$ cat src/sspi_map.svh
/*
  Constants of the serial sensor host: offsets, field positions,
  reset values and timing counts. Assumes a 125 MHz pclk.
*/
// How it works
// - Host starts every frame and makes all clocks
// - Write frames carry at least 16 clocks
// - Read frames carry at least 24 clocks
// - Falling chip select opens each frame
// - Host changes data low, device samples rising
// - Device drives falling, host captures after rising
// - Every field travels most significant bit first
// - Flag 0 writes: address then data byte
// - Flag 1 reads: address, a turnaround byte, then register contents
// - Chip select stays high while port idles
`ifndef SSPI_MAP_SVH
`define SSPI_MAP_SVH

////////////////////////////////////////////////////////////////
// Host register offsets (word index from paddr[3:2] on APB).
`define SSPI_OFF_CTRL   2'h0
`define SSPI_OFF_WDATA  2'h1
`define SSPI_OFF_RDATA  2'h2
`define SSPI_OFF_STATUS 2'h3

// Control word fields.
`define SSPI_CTRL_ADDR_LSB 0
`define SSPI_CTRL_READ_BIT 7
`define SSPI_CTRL_CNT_LSB  8
`define SSPI_CTRL_WIRE3    10
`define SSPI_CTRL_GO       31
`define SSPI_CTRL_RESET    32'h0000_0000
`define SSPI_WDATA_RESET   32'h0000_0000
`define SSPI_RDATA_RESET   32'h0000_0000

// Status word fields.
`define SSPI_STAT_BUSY 0
`define SSPI_STAT_DONE 1

////////////////////////////////////////////////////////////////
// Timing: half serial period from the least clock cycle.
`define SSPI_CLK_NS   8
`define SSPI_HALF_NS  50
`define SSPI_HALF_CYC ((`SSPI_HALF_NS + `SSPI_CLK_NS - 1) / `SSPI_CLK_NS)
`define SSPI_CMD_BITS  6'd8
`define SSPI_BYTE_BITS 6'd8

////////////////////////////////////////////////////////////////
// Device register map, 7-bit addresses.
`define SSPI_DEV_DEVICE_STATUS     7'h05
`define SSPI_DEV_INTERRUPT_ENABLE  7'h06
`define SSPI_DEV_OPERATING_MODE    7'h07
`define SSPI_DEV_SAMPLE_RATE       7'h08
`define SSPI_DEV_MOTION_CONTROL    7'h09
`define SSPI_DEV_QUEUE_STATUS      7'h0a
`define SSPI_DEV_QUEUE_RD_PTR      7'h0b
`define SSPI_DEV_QUEUE_WR_PTR      7'h0c
`define SSPI_DEV_X_ACCEL_LOW       7'h0d
`define SSPI_DEV_X_ACCEL_HIGH      7'h0e
`define SSPI_DEV_Y_ACCEL_LOW       7'h0f
`define SSPI_DEV_Y_ACCEL_HIGH      7'h10
`define SSPI_DEV_Z_ACCEL_LOW       7'h11
`define SSPI_DEV_Z_ACCEL_HIGH      7'h12
`define SSPI_DEV_EVENT_FLAGS       7'h13
`define SSPI_DEV_INTERRUPT_STATUS  7'h14
`define SSPI_DEV_PART_ID           7'h18
`define SSPI_DEV_RANGE_AND_FILTER  7'h20
`define SSPI_DEV_X_OFFSET_LOW      7'h21
`define SSPI_DEV_RESET_VALUE       8'h00

`endif

$ cat src/sspi_pkg.sv
/*
  Types shared by the serial sensor host modules.
  Assumes the constants header is compiled alongside.
*/
package sspi_pkg;

  // Serial engine phases.
  typedef enum logic [2:0]
  {
    ST_IDLE,
    ST_LOW,
    ST_HIGH,
    ST_TRAIL,
    ST_GAP
  } sspi_state_e;

  // One APB request as seen by the slave.
  typedef struct packed {
    logic        psel;
    logic        penable;
    logic        pwrite;
    logic [7:0]  paddr;
    logic [31:0] pwdata;
  } sspi_apb_req_s;

  // Decoded register select and write strobe.
  typedef struct packed {
    logic        hit;
    logic        wr;
    logic [1:0]  idx;
    logic [31:0] data;
  } sspi_wr_s;

  // Serial pins driven by the host.
  typedef struct packed {
    logic chip_select_n;
    logic sclk;
    logic sdio_out;
    logic sdio_oe;
  } sspi_pin_out_s;

endpackage : sspi_pkg

$ cat src/sspi_host.sv
/*
  Serial sensor host: takes orders over APB and runs register
  write and read frames, single or burst, on a 3-wire or 4-wire
  serial port whose clock it divides from pclk.
  Assumes a slave device that samples on rising clock edges and
  drives its data on falling edges.
*/
// Decided for this implementation: the APB interface to the registers.
`include "sspi_map.svh"
module sspi_host
(
  input  wire logic        pclk,          // System clock, 125 MHz.
  input  wire logic        presetn,       // Asynchronous reset, active low.
  input  wire logic        psel,          // APB select.
  input  wire logic        penable,       // APB access phase.
  input  wire logic        pwrite,        // APB direction.
  input  wire logic [7:0]  paddr,         // APB byte address.
  input  wire logic [31:0] pwdata,        // APB write data.
  output logic      [31:0] prdata,        // APB read data.
  output logic             pready,        // APB ready.
  output logic             pslverr,       // APB error.
  output logic             spi_clk,       // Serial clock to device.
  output logic             chip_select_n, // Frame select, active low.
  output logic             sdio_out,      // Serial data toward device.
  output logic             sdio_oe,       // Host drives data line.
  input  wire logic        sdio_in        // Serial data from device.
);
  import sspi_pkg::*;

  ////////////////////////////////////////////////////////////////
  // Constants of the serial timing.

  // Last divider count of each half period.
  localparam logic [3:0] HALF_LAST = 4'(`SSPI_HALF_CYC - 1);

  ////////////////////////////////////////////////////////////////
  // All state of the host in one record.
  typedef struct packed {
    sspi_state_e   st;    // Engine phase.
    logic [3:0]    div;   // Half period counter.
    logic [5:0]    bits;  // Bit index in frame.
    logic [5:0]    total; // Bits in frame.
    logic [39:0]   tx;    // Outgoing shift word.
    logic [7:0]    rxb;   // Incoming byte.
    logic          rd;    // Frame is a read.
    logic          three; // Shared data line mode.
    logic [31:0]   ctrl;  // Control register.
    logic [31:0]   wdata; // Write data register.
    logic [31:0]   rdata; // Read data register.
    logic          done;  // Sticky frame done.
    sspi_pin_out_s pin;   // Serial pins.
  } sspi_host_s;

  sspi_host_s cur;  // Registered state.
  sspi_host_s next; // Next state.

  sspi_wr_s    sel;     // Register decode from the APB slave.
  logic [31:0] rd_word; // Read value of the selected register.
  logic        din;     // Synchronised device data.

  ////////////////////////////////////////////////////////////////
  // APB slave front end.
  sspi_apb u_apb
  (
    .pclk    (pclk),
    .presetn (presetn),
    .req     ({psel, penable, pwrite, paddr, pwdata}),
    .rd_word (rd_word),
    .sel     (sel),
    .prdata  (prdata),
    .pready  (pready),
    .pslverr (pslverr)
  );

  ////////////////////////////////////////////////////////////////
  // Input pin crossing: two flops before any use.
  sspi_sync u_sync
  (
    .pclk     (pclk),
    .presetn  (presetn),
    .pin_in   (sdio_in),
    .sync_out (din)
  );

  ////////////////////////////////////////////////////////////////
  // Read multiplexer for the four host registers.
  always_comb
  begin
    rd_word = 32'h0000_0000;
    case (sel.idx)
      `SSPI_OFF_CTRL:
        rd_word = cur.ctrl;
      `SSPI_OFF_WDATA:
        rd_word = cur.wdata;
      `SSPI_OFF_RDATA:
        rd_word = cur.rdata;
      `SSPI_OFF_STATUS:
      begin
        // Busy shows the engine itself, not a copy.
        rd_word[`SSPI_STAT_BUSY] = (cur.st != ST_IDLE);
        rd_word[`SSPI_STAT_DONE] = cur.done;
      end
      default:
        rd_word = 32'h0000_0000;
    endcase
  end

  ////////////////////////////////////////////////////////////////
  // Next state: register writes first, then the engine, so that
  // a done event in the clearing cycle wins over the clear.
  always_comb
  begin
    logic       start;  // Go accepted this cycle.
    logic       rd_req; // Direction of the new frame.
    logic [5:0] dbits;  // Data bits of the new frame.
    logic [5:0] first;  // First data bit index.
    logic [2:0] bsel;   // Byte slot of a read byte.
    logic [7:0] rbyte;  // Completed read byte.
    start  = 1'b0;
    rd_req = 1'b0;
    dbits  = 6'd0;
    first  = 6'd0;
    bsel   = 3'd0;
    rbyte  = 8'h00;
    next   = cur;

    // Software writes to the host registers.
    if (sel.wr)
    begin
      case (sel.idx)
        `SSPI_OFF_CTRL:
        begin
          // Go is a strobe and never stored.
          next.ctrl = sel.data;
          next.ctrl[`SSPI_CTRL_GO] = 1'b0;
          start = sel.data[`SSPI_CTRL_GO] && (cur.st == ST_IDLE);
        end
        `SSPI_OFF_WDATA:
          next.wdata = sel.data;
        `SSPI_OFF_STATUS:
        begin
          // Done clears by writing one.
          if (sel.data[`SSPI_STAT_DONE])
            next.done = 1'b0;
        end
        default:
          next.ctrl = next.ctrl;
      endcase
    end

    // Engine.
    case (cur.st)
      ST_IDLE:
      begin
        // Idle port: select high, line released.
        next.pin.chip_select_n = 1'b1;
        next.pin.sclk          = 1'b0;
        next.pin.sdio_oe       = 1'b0;
        if (start)
        begin
          rd_req     = sel.data[`SSPI_CTRL_READ_BIT];
          // One to four bytes, from the count field plus one.
          dbits = {({1'b0, sel.data[`SSPI_CTRL_CNT_LSB +: 2]} + 3'd1), 3'b000};
          next.rd    = rd_req;
          next.three = sel.data[`SSPI_CTRL_WIRE3];
          // Write: command and data; read adds a turnaround byte.
          next.total = `SSPI_CMD_BITS + (rd_req ? `SSPI_BYTE_BITS : 6'd0) + dbits;
          // Flag, seven address bits, then data, first byte first.
          next.tx = {rd_req, sel.data[`SSPI_CTRL_ADDR_LSB +: 7],
                     rd_req ? 32'h0000_0000 :
                     {cur.wdata[7:0], cur.wdata[15:8], cur.wdata[23:16], cur.wdata[31:24]}};
          if (rd_req)
            next.rdata = `SSPI_RDATA_RESET;
          next.bits  = 6'd0;
          next.div   = 4'd0;
          // Select falls with the clock low: the frame opens here.
          next.pin.chip_select_n = 1'b0;
          next.pin.sdio_out      = rd_req;
          next.pin.sdio_oe       = 1'b1;
          next.st    = ST_LOW;
        end
      end

      ST_LOW:
      begin
        // Data has been steady for a half period; raise the clock.
        if (cur.div == HALF_LAST)
        begin
          next.div      = 4'd0;
          next.pin.sclk = 1'b1;
          next.st       = ST_HIGH;
        end
        else
          next.div = cur.div + 4'd1;
      end

      ST_HIGH:
      begin
        // Capture late in the high phase: the synchroniser delay
        // then still sees the bit driven at the previous fall.
        if (cur.div == HALF_LAST)
        begin
          next.div      = 4'd0;
          next.pin.sclk = 1'b0;
          next.bits     = cur.bits + 6'd1;
          next.rxb      = {cur.rxb[6:0], din};
          first = cur.rd ? (`SSPI_CMD_BITS + `SSPI_BYTE_BITS) : `SSPI_CMD_BITS;
          // Store each finished read byte in its own slot.
          if (cur.rd && (cur.bits >= first) && (cur.bits[2:0] == 3'd7))
          begin
            bsel  = cur.bits[5:3] - 3'd2;
            rbyte = {cur.rxb[6:0], din};
            next.rdata[{bsel[1:0], 3'b000} +: 8] = rbyte;
          end
          // Next bit goes out with the falling edge.
          next.tx           = {cur.tx[38:0], 1'b0};
          next.pin.sdio_out = cur.tx[38];
          // Shared line: in a read, release it once command is sent.
          if (cur.three && cur.rd && (cur.bits == `SSPI_CMD_BITS - 6'd1))
            next.pin.sdio_oe = 1'b0;
          if (cur.bits == cur.total - 6'd1)
            next.st = ST_TRAIL;
          else
            next.st = ST_LOW;
        end
        else
          next.div = cur.div + 4'd1;
      end

      ST_TRAIL:
      begin
        // Hold select low past the last fall, then release.
        if (cur.div == HALF_LAST)
        begin
          next.div               = 4'd0;
          next.pin.chip_select_n = 1'b1;
          next.pin.sdio_oe       = 1'b0;
          next.pin.sdio_out      = 1'b0;
          next.st                = ST_GAP;
        end
        else
          next.div = cur.div + 4'd1;
      end

      ST_GAP:
      begin
        // Least high time before another frame may open.
        if (cur.div == HALF_LAST)
        begin
          next.div  = 4'd0;
          next.done = 1'b1;
          next.st   = ST_IDLE;
        end
        else
          next.div = cur.div + 4'd1;
      end

      default:
      begin
        next.st                = ST_IDLE;
        next.pin.chip_select_n = 1'b1;
      end
    endcase
  end

  ////////////////////////////////////////////////////////////////
  // State register.
  always_ff @(posedge pclk or negedge presetn)
  begin
    if (!presetn)
    begin
      cur                   <= '0;
      cur.st                <= ST_IDLE;
      cur.ctrl              <= `SSPI_CTRL_RESET;
      cur.wdata             <= `SSPI_WDATA_RESET;
      cur.rdata             <= `SSPI_RDATA_RESET;
      cur.pin.chip_select_n <= 1'b1;
    end
    else
      cur <= next;
  end

  ////////////////////////////////////////////////////////////////
  // Pins come straight from the state flops.
  assign spi_clk       = cur.pin.sclk;
  assign chip_select_n = cur.pin.chip_select_n;
  assign sdio_out      = cur.pin.sdio_out;
  assign sdio_oe       = cur.pin.sdio_oe;

endmodule // sspi_host

$ cat src/sspi_sync.sv
/*
  Two-stage synchroniser for the serial data input pin.
  Assumes the input is asynchronous to pclk.
*/
module sspi_sync
(
  input  wire logic pclk,    // System clock.
  input  wire logic presetn, // Asynchronous reset, active low.
  input  wire logic pin_in,  // Raw pin level.
  output logic      sync_out // Level after two flops.
);
  import sspi_pkg::*;

  // Both stages; only the second is read outside.
  typedef struct packed {
    logic s1;
    logic s2;
  } sspi_sync_s;

  sspi_sync_s cur;  // Registered state.
  sspi_sync_s next; // Next state.

  // The first stage feeds only the second.
  always_comb
  begin
    next    = cur;
    next.s1 = pin_in;
    next.s2 = cur.s1;
  end

  // State register.
  always_ff @(posedge pclk or negedge presetn)
  begin
    if (!presetn)
      cur <= '0;
    else
      cur <= next;
  end

  assign sync_out = cur.s2;
endmodule // sspi_sync

$ cat src/sspi_apb.sv
/*
  APB slave front end: decodes the four host registers and
  answers every transfer with one access cycle.
  Assumes the read word for the addressed register is given.
*/
`include "sspi_map.svh"
module sspi_apb
(
  input  wire logic                  pclk,    // System clock.
  input  wire logic                  presetn, // Reset, active low.
  input  sspi_pkg::sspi_apb_req_s    req,     // APB request.
  input  wire logic [31:0]           rd_word, // Selected read value.
  output sspi_pkg::sspi_wr_s         sel,     // Decode and write strobe.
  output logic [31:0]                prdata,  // Read data.
  output logic                       pready,  // Transfer done.
  output logic                       pslverr  // Unmapped address.
);
  import sspi_pkg::*;

  // Answer flops.
  typedef struct packed {
    logic [31:0] prdata;
    logic        pready;
    logic        pslverr;
  } sspi_apb_st_s;

  sspi_apb_st_s cur;  // Registered answer.
  sspi_apb_st_s next; // Next answer.

  ////////////////////////////////////////////////////////////////
  // Decode: four aligned words at the bottom of the window.
  always_comb
  begin
    sel.hit  = (req.paddr[7:4] == 4'h0) && (req.paddr[1:0] == 2'h0);
    sel.idx  = req.paddr[3:2];
    sel.data = req.pwdata;
    // A write lands only at the edge that completes it.
    sel.wr   = req.psel & req.penable & cur.pready & req.pwrite & sel.hit;
  end

  // The answer is prepared in the setup cycle, so pready is a flop.
  always_comb
  begin
    next        = cur;
    next.pready = req.psel & ~req.penable & ~cur.pready;
    if (req.psel && !req.penable)
    begin
      next.prdata  = (sel.hit && !req.pwrite) ? rd_word : 32'h0000_0000;
      next.pslverr = ~sel.hit;
    end
  end

  // State register.
  always_ff @(posedge pclk or negedge presetn)
  begin
    if (!presetn)
      cur <= '0;
    else
      cur <= next;
  end

  assign prdata  = cur.prdata;
  assign pready  = cur.pready;
  assign pslverr = cur.pslverr;
endmodule // sspi_apb

$ cat config.mk
export PLATFORM = sky130hd
export DESIGN_NAME = sspi_host
export DESIGN_NICKNAME = d
export VERILOG_FILES = /design/src/sspi_pkg.sv /design/src/sspi_host.sv /design/src/sspi_sync.sv /design/src/sspi_apb.sv
export VERILOG_INCLUDE_DIRS = /design/src /design/src/src
export SDC_FILE = /design/constraint.sdc
export NUM_CORES = 1
export LEC_CHECK = 0
export CELL_PAD_IN_SITES_DETAIL_PLACEMENT = 1
export CELL_PAD_IN_SITES_GLOBAL_PLACEMENT = 2
export CORE_MARGIN = 5
export CORE_UTILIZATION = 40
export CTS_BUF_LIST = sky130_fd_sc_hd__clkbuf_8
export CTS_CLUSTER_DIAMETER = 200
export DETAILED_ROUTE_END_ITERATION = 12
export DONT_BUFFER_PORTS = 1
export GPL_TIMING_DRIVEN = 0
export PLACE_DENSITY = 0.83
export SLEW_MARGIN = 30
export SYNTH_ARGS = -nofsm -noshare
export SYNTH_HDL_FRONTEND = slang
export SYNTH_SLANG_ARGS = --single-unit
export TNS_END_PERCENT = 20
$ cat constraint.sdc
create_clock -name pclk -period 6.9 [get_ports pclk]
set_input_delay 1.38 -clock pclk [delete_from_list [all_inputs] [get_ports pclk]]
set_output_delay 1.38 -clock pclk [all_outputs]
set_load 0.05 [all_outputs]
==> results of run 1 <==
-- state kept, by name, indices dropped and copies added (netlist names) --
signal and cells:
u_apb.pslverr 1, u_sync.sync_out 1, u_sync.cur 1, u_apb.pready 1
chip_select_n 1, cur 160, sdio_out 1, sdio_oe 1
u_apb.prdata 32, spi_clk 1
-- worst reg2reg max path, delay by kind of cell, from the launching register on --
family | cells | cell delay, ns
AOI/OAI and AO/OA | 3 | 1.11
adders and majority gates | 1 | 0.33
buffers and inverters | 2 | 0.54
DFF | 1 | 0.52
and+or+nand+nor | 2 | 0.31
-- power by group --
| part | internal (mW) | total, mW | leakage, nW | switching (mW) |
|---|---|---|---|---|
| sequential | 1.17 | 1.18 | 2.56 | 0.00595 |
| clock | 0.265 | 0.683 | 0.172 | 0.419 |
| combinational | 0.0101 | 0.0329 | 1.60 | 0.0228 |
-- layer usage --
metal / track usage / share of wire
met4: 0.0467 / 0.012
met5: 0 / 0
met1: 0.259 / 0.44
met2: 0.331 / 0.49
met3: 0.0465 / 0.054
-- metrics by stage --
step / util / hold WS (ns) / cell area, um2
floorplan: - / 0.331 / 8770
global placement: 0.421 / 0.377 / 9120
detailed placement: 0.421 / 0.366 / 9120
CTS: 0.436 / 0.392 / 9470
global route: 0.436 / 0.399 / 9470
finish: 0.436 / 0.393 / 9470
-- kinds of logic (layout without fill, tap and decap cells) --
group	count (synthesis)	in the layout	synth area share
AOI/OAI and AO/OA	174	174	0.146
xor gates and xnor gates	7	7	0.00699
adders and majority gates	15	15	0.0223
buffers and inverters	62	94	0.0271
DFF	200	200	0.571
muxes	90	90	0.114
and+or+nand+nor	216	216	0.113
-- path summary, 6_finish.rpt --
path | slack, ns | cells past startpoint | to
min reg2reg | 0.39 | 0 | u_sync.sync_out$_DFF_PN0_
min in group asynchronous | 0.59 | 0 | u_apb.prdata[11]$_DFFE_PN0P_
min | 0.39 | 0 | u_sync.sync_out$_DFF_PN0_
max in group asynchronous | 5.94 | 0 | chip_select_n$_DFFE_PN1P_
max reg2reg | 4.03 | 8 | cur[10]$_DFFE_PN0P_
max | 3.62 | 8 | cur[113]$_DFFE_PN0P_
-- cell usage in the layout (no fill, tap or decap), types with 2 or more instances in the layout --
cell and instances:
o21ai_0 51, clkinv_2 4, nand4b_1 2, or2_2 2, nand2b_1 3, nand3_1 5, nor3_1 4, or3_1 5
a21oi_1 3, dfrtp_1 199, nand2_1 159, a22o_1 63, buf_2 4, ha_1 14, mux2i_1 29, nand4_1 5
nor4_4 2, buf_1 7, a22oi_1 39, inv_1 18, a31oi_1 4, nand3b_1 2, o31ai_1 2, and3_1 4
xor2_1 3, nor2_1 11, nor2b_1 2, clkbuf_8 19, a31o_2 2, xnor2_1 4, clkinvlp_4 5, mux4_2 2
clkbuf_1 35, mux2_2 59, a211o_1 3, and2_1 2
-- final cells by class --
class | count | share of cell area
flip-flops and latches | 200 | 0.529
plain buffers | 46 | 0.0188
well taps | 280 | 0.0370
clock inverters | 13 | 0.00872
clock buffers | 19 | 0.0276
inverters | 16 | 0.00635
multi-input cells | 502 | 0.373
==> results.toml, run 1 <==
[sta]
fmax_mhz = 305
slew_headroom = 0.398
final.setup_skew_ns = 0.0139
tns_ns = 0
setup_ws_ns = 3.62
period_minus_slack_ns = 3.28
setup_viol = 0
fin_crit_sh = 0.476
rsz0062_at_grt = "no"
maxSlewViolCount = 0
timing_hold_violations_final = 0
tightest_slew_ns = 0.903

[clock_network]
tritoncts = "yes"
cts.hold.buffers_added = 0
clk_latency_ns = 0.47
clock_sinks = 200
root_buffer = "clkbuf_8"
path_clk_slew_ns = 0.10
cts_buffer_depth = 2
cts-buffers-inserted = 17
h-tree-depth = 4
post_cts_resized = 0
cts_setup_buffers = 0

[worst_hold_path]
hp-start = "u_sync.cur[1]$_DFF_PN0_"
hp-class = "reg2reg"

[floorplan]
core_region_area_um2 = 21700
die_x_um = 158
start_util = 0.404
die_h_um = 158
num_rows = 54
die_area_um2 = 25000
io_pins = 84

[synthesis]
synth_top_area_cell = "dfrtp_1"
synth_most_common_cell = "dfrtp_1"
synth_area_um2 = 8770
yosysTopAreaCellShare = 0.568
ys_dominant_reg_cell = "dfrtp_1"
synth_common_cells = "dfrtp_1 (199), nand2_1 (159), a22o_1 (63)"
async_reset_ff_frac = 1.00
synth_cells = 764
synth_edf_count = 0
ys_seq_elements = 200
ys_top_cells_by_area = "dfrtp_1 (57%), mux2_2 (7.6%), nand2_1 (6.8%)"
yosysWarningCount = 0
synth_cell_type_count = 50
syn_nets = 825
avgSynthCellArea_um2 = 11.5
ys_seq_area_frac = 0.571

[place]
hpwlAfterDp_um = 17300
portBuffers = 0
place_inst = 1044
pre_cts_ws_ns = 3.17
gp_congestion = 0.834

[setup_path]
crit_slowest_cell = "clkbuf_1"
path_max_fanout = 10
crit_path_max_incr_delay_ns = 0.52
required_ns = 7.31
cp_top_family = "buffers and inverters"
crit_start = "paddr[2]"
crit_path_frequent_cell = "clkbuf_1"
crit_type = "in2reg"
cp-start-kind = "input port"
worstPathArrival_ns = 3.69
worst_setup_path_end_kind = "flop"
path_cells = "clkbuf_1, nor2_1, and3_1, a21oi_2, buf_2, clkbuf_1, a22oi_1, nand2_1"
r2r_start = "cur[160]$_DFFE_PN0P_"
crit_buf_inv = 3

[layout]
regArea_um2 = 5010
layout-drive-gt1-share = 0.137
final_cells = 1076
multi_input_area_um2 = 3530
n_antenna_cell = 0
nets = 844
final.fill_count = 2348
area_delta_synth_final_pct = 7.92

[pwr]
power_density_nw_per_um2 = 200
p_leak_nw = 4.33
ir_drop_mv = 0.104
power_mw = 1.90

[detailed_routing]
avgRoutedWirePerCell_um = 22.3
drc = 0
dr.pass1.iters = 5
viasPerCell = 5.65
initialDrtViolationCount = 326
vias = 6077
wl_um = 24000
final_antenna_net_count = 0

[run]
drv_cap = 0

[run_status]
status = "finished clean"

[global_routing]
groute.usage.overall = 0.197
antenna_found_initial = 0
gr-total-overflow = 0
grt_pass1_vias = 6655
grt_max_degree = 201
grt_pass1_wl_um = 37800
(Power assumes the default switching activity.)
==> inputs of run 2 (changes only) <==
Settings changed: PLACE_DENSITY 0.83 to 0.86.
Clock period 6.9 ns to 3 ns, I/O delays scaled along.
==> results.toml, run 2 (synthesis gave the netlist of run 1 again) <==
[sta]
slew_headroom = 0.338
setup_viol = 0
tightest_slew_ns = 0.993
fmax_mhz = 347
rsz0062_at_grt = "no"
period_minus_slack_ns = 2.88
final.setup_skew_ns = 0.0177
fin_crit_sh = 0.959
tns_ns = 0
timing_hold_violations_final = 199
whs_ns = -0.166
maxSlewViolCount = 0

[layout]
layout-drive-gt1-share = 0.136
n_antenna_cell = 0
final.fill_count = 2359
final_common_cell = "dfrtp_1"
nets = 844
area_delta_synth_final_pct = 8.36
regMostFlops = "cur"
largest_reg_flops = 160
final_cell_mix = "dfrtp_1 (199), nand2_1 (159), a22o_1 (63)"
post-route-util = 0.438

[floorplan]
start_util = 0.404
die_h_um = 158
die_area_um2 = 25000
core_region_area_um2 = 21700
io_pins = 84
num_rows = 54
die_x_um = 158

[clock_network]
clock_sinks = 200
path_clk_slew_ns = 0.10
tritoncts = "yes"
cts_buffer_depth = 2
root_buffer = "clkbuf_8"
cts-buffers-inserted = 17
h-tree-depth = 4
clk_latency_ns = 0.47
post_cts_resized = 0

[setup_path]
cp-start-kind = "flop"
worst_setup_path_end_kind = "flop"
crit_type = "reg2reg"
crit_start = "cur[169]$_DFFE_PN0P_"
rrSetupSlack_ns = 0.12
path_max_fanout = 9
r2r_start = "cur[169]$_DFFE_PN0P_"
required_ns = 3.40
worstPathArrival_ns = 3.28

[run]
drv_cap = 0

[detailed_routing]
viasPerCell = 5.57
wl_um = 24000
drc = 0
avgRoutedWirePerCell_um = 22.3
vias = 5991
final_antenna_net_count = 0
dr.pass1.iters = 5
initialDrtViolationCount = 333

[run_status]
violations = "hold timing"
status = "finished with violations"

[global_routing]
antenna_found_initial = 1
grt_pass1_vias = 6392
gr-total-overflow = 0
grt_pass1_wl_um = 37400
grt_max_degree = 201
groute.usage.overall = 0.197

[place]
hpwlAfterDp_um = 17000
gp_congestion = 0.803
portBuffers = 0

[pwr]
ir_drop_mv = 0.241
power_mw = 4.48
p_leak_nw = 4.36
power_density_nw_per_um2 = 471

[worst_hold_path]
hp-class = "in2async"
run 2: where the power goes:
group | internal [mW] | total (mW) | switching, mW | leakage, nW
Combinational | 0.0234 | 0.0774 | 0.0540 | 1.60
Sequential | 2.70 | 2.71 | 0.0138 | 2.56
Clock | 0.712 | 1.69 | 0.977 | 0.203
run 2: stage by stage:
stage / cell area (um2) / setup slack (ns) / hold slack, ns / cells
6_report: 9500 / 0.122 / -0.166 / 1076
5_1_grt: 9500 / 0.00559 / -0.211 / 1076
4_1_cts: 9500 / 0.182 / -0.202 / 1076
3_5_place_dp: 9120 / 0.0289 / 0.319 / 1044
3_3_place_gp: 9120 / 0.0400 / 0.317 / 1044
2_1_floorplan: 8770 / 0.567 / 0.304 / 764
run 2: worst max-delay path: stages (launching register included):
cell and delay (ns):
dfrtp_1 0.47, nor3b_2 0.57, and2_1 0.22, clkbuf_1 0.31
a21oi_2 0.12, nor4_2 0.88, a22o_1 0.25
run 2: metal layers:
| layer | GRT usage | routed length [um] |
|---|---|---|
| met1 | 0.271 | 11000 |
| met2 | 0.314 | 11400 |
| met3 | 0.0536 | 1390 |
| met4 | 0.0467 | 217 |
| met5 | 0 | 20 |
run 2: path summary, 6_finish.rpt:
kind | cells past startpoint | to
max in group asynchronous | 0 | cur[4]$_DFF_PN0_
max | 6 | cur[15]$_DFFE_PN0P_
max reg2reg | 6 | cur[15]$_DFFE_PN0P_
min in group pclk | 0 | u_sync.cur[1]$_DFF_PN0_
min | 0 | cur[154]$_DFFE_PN0P_
min reg2reg | 0 | u_sync.sync_out$_DFF_PN0_
run 2: final cells by class:
class	count	area (um2)	share of cell area
inverters	16	60.1	0.00632
clock inverters	13	121	0.0128
plain buffers	46	178	0.0187
flip-flops and latches	200	5010	0.527
clock buffers	19	262	0.0275
multi-input cells	502	3530	0.371
well taps	280	350	0.0369
run 2: repair_timing:
item | 4_1_cts | 5_1_grt
setup endpoints to repair | 0 | 0
buffers inserted | 0 | 0
hold endpoints to repair | 200 | 200
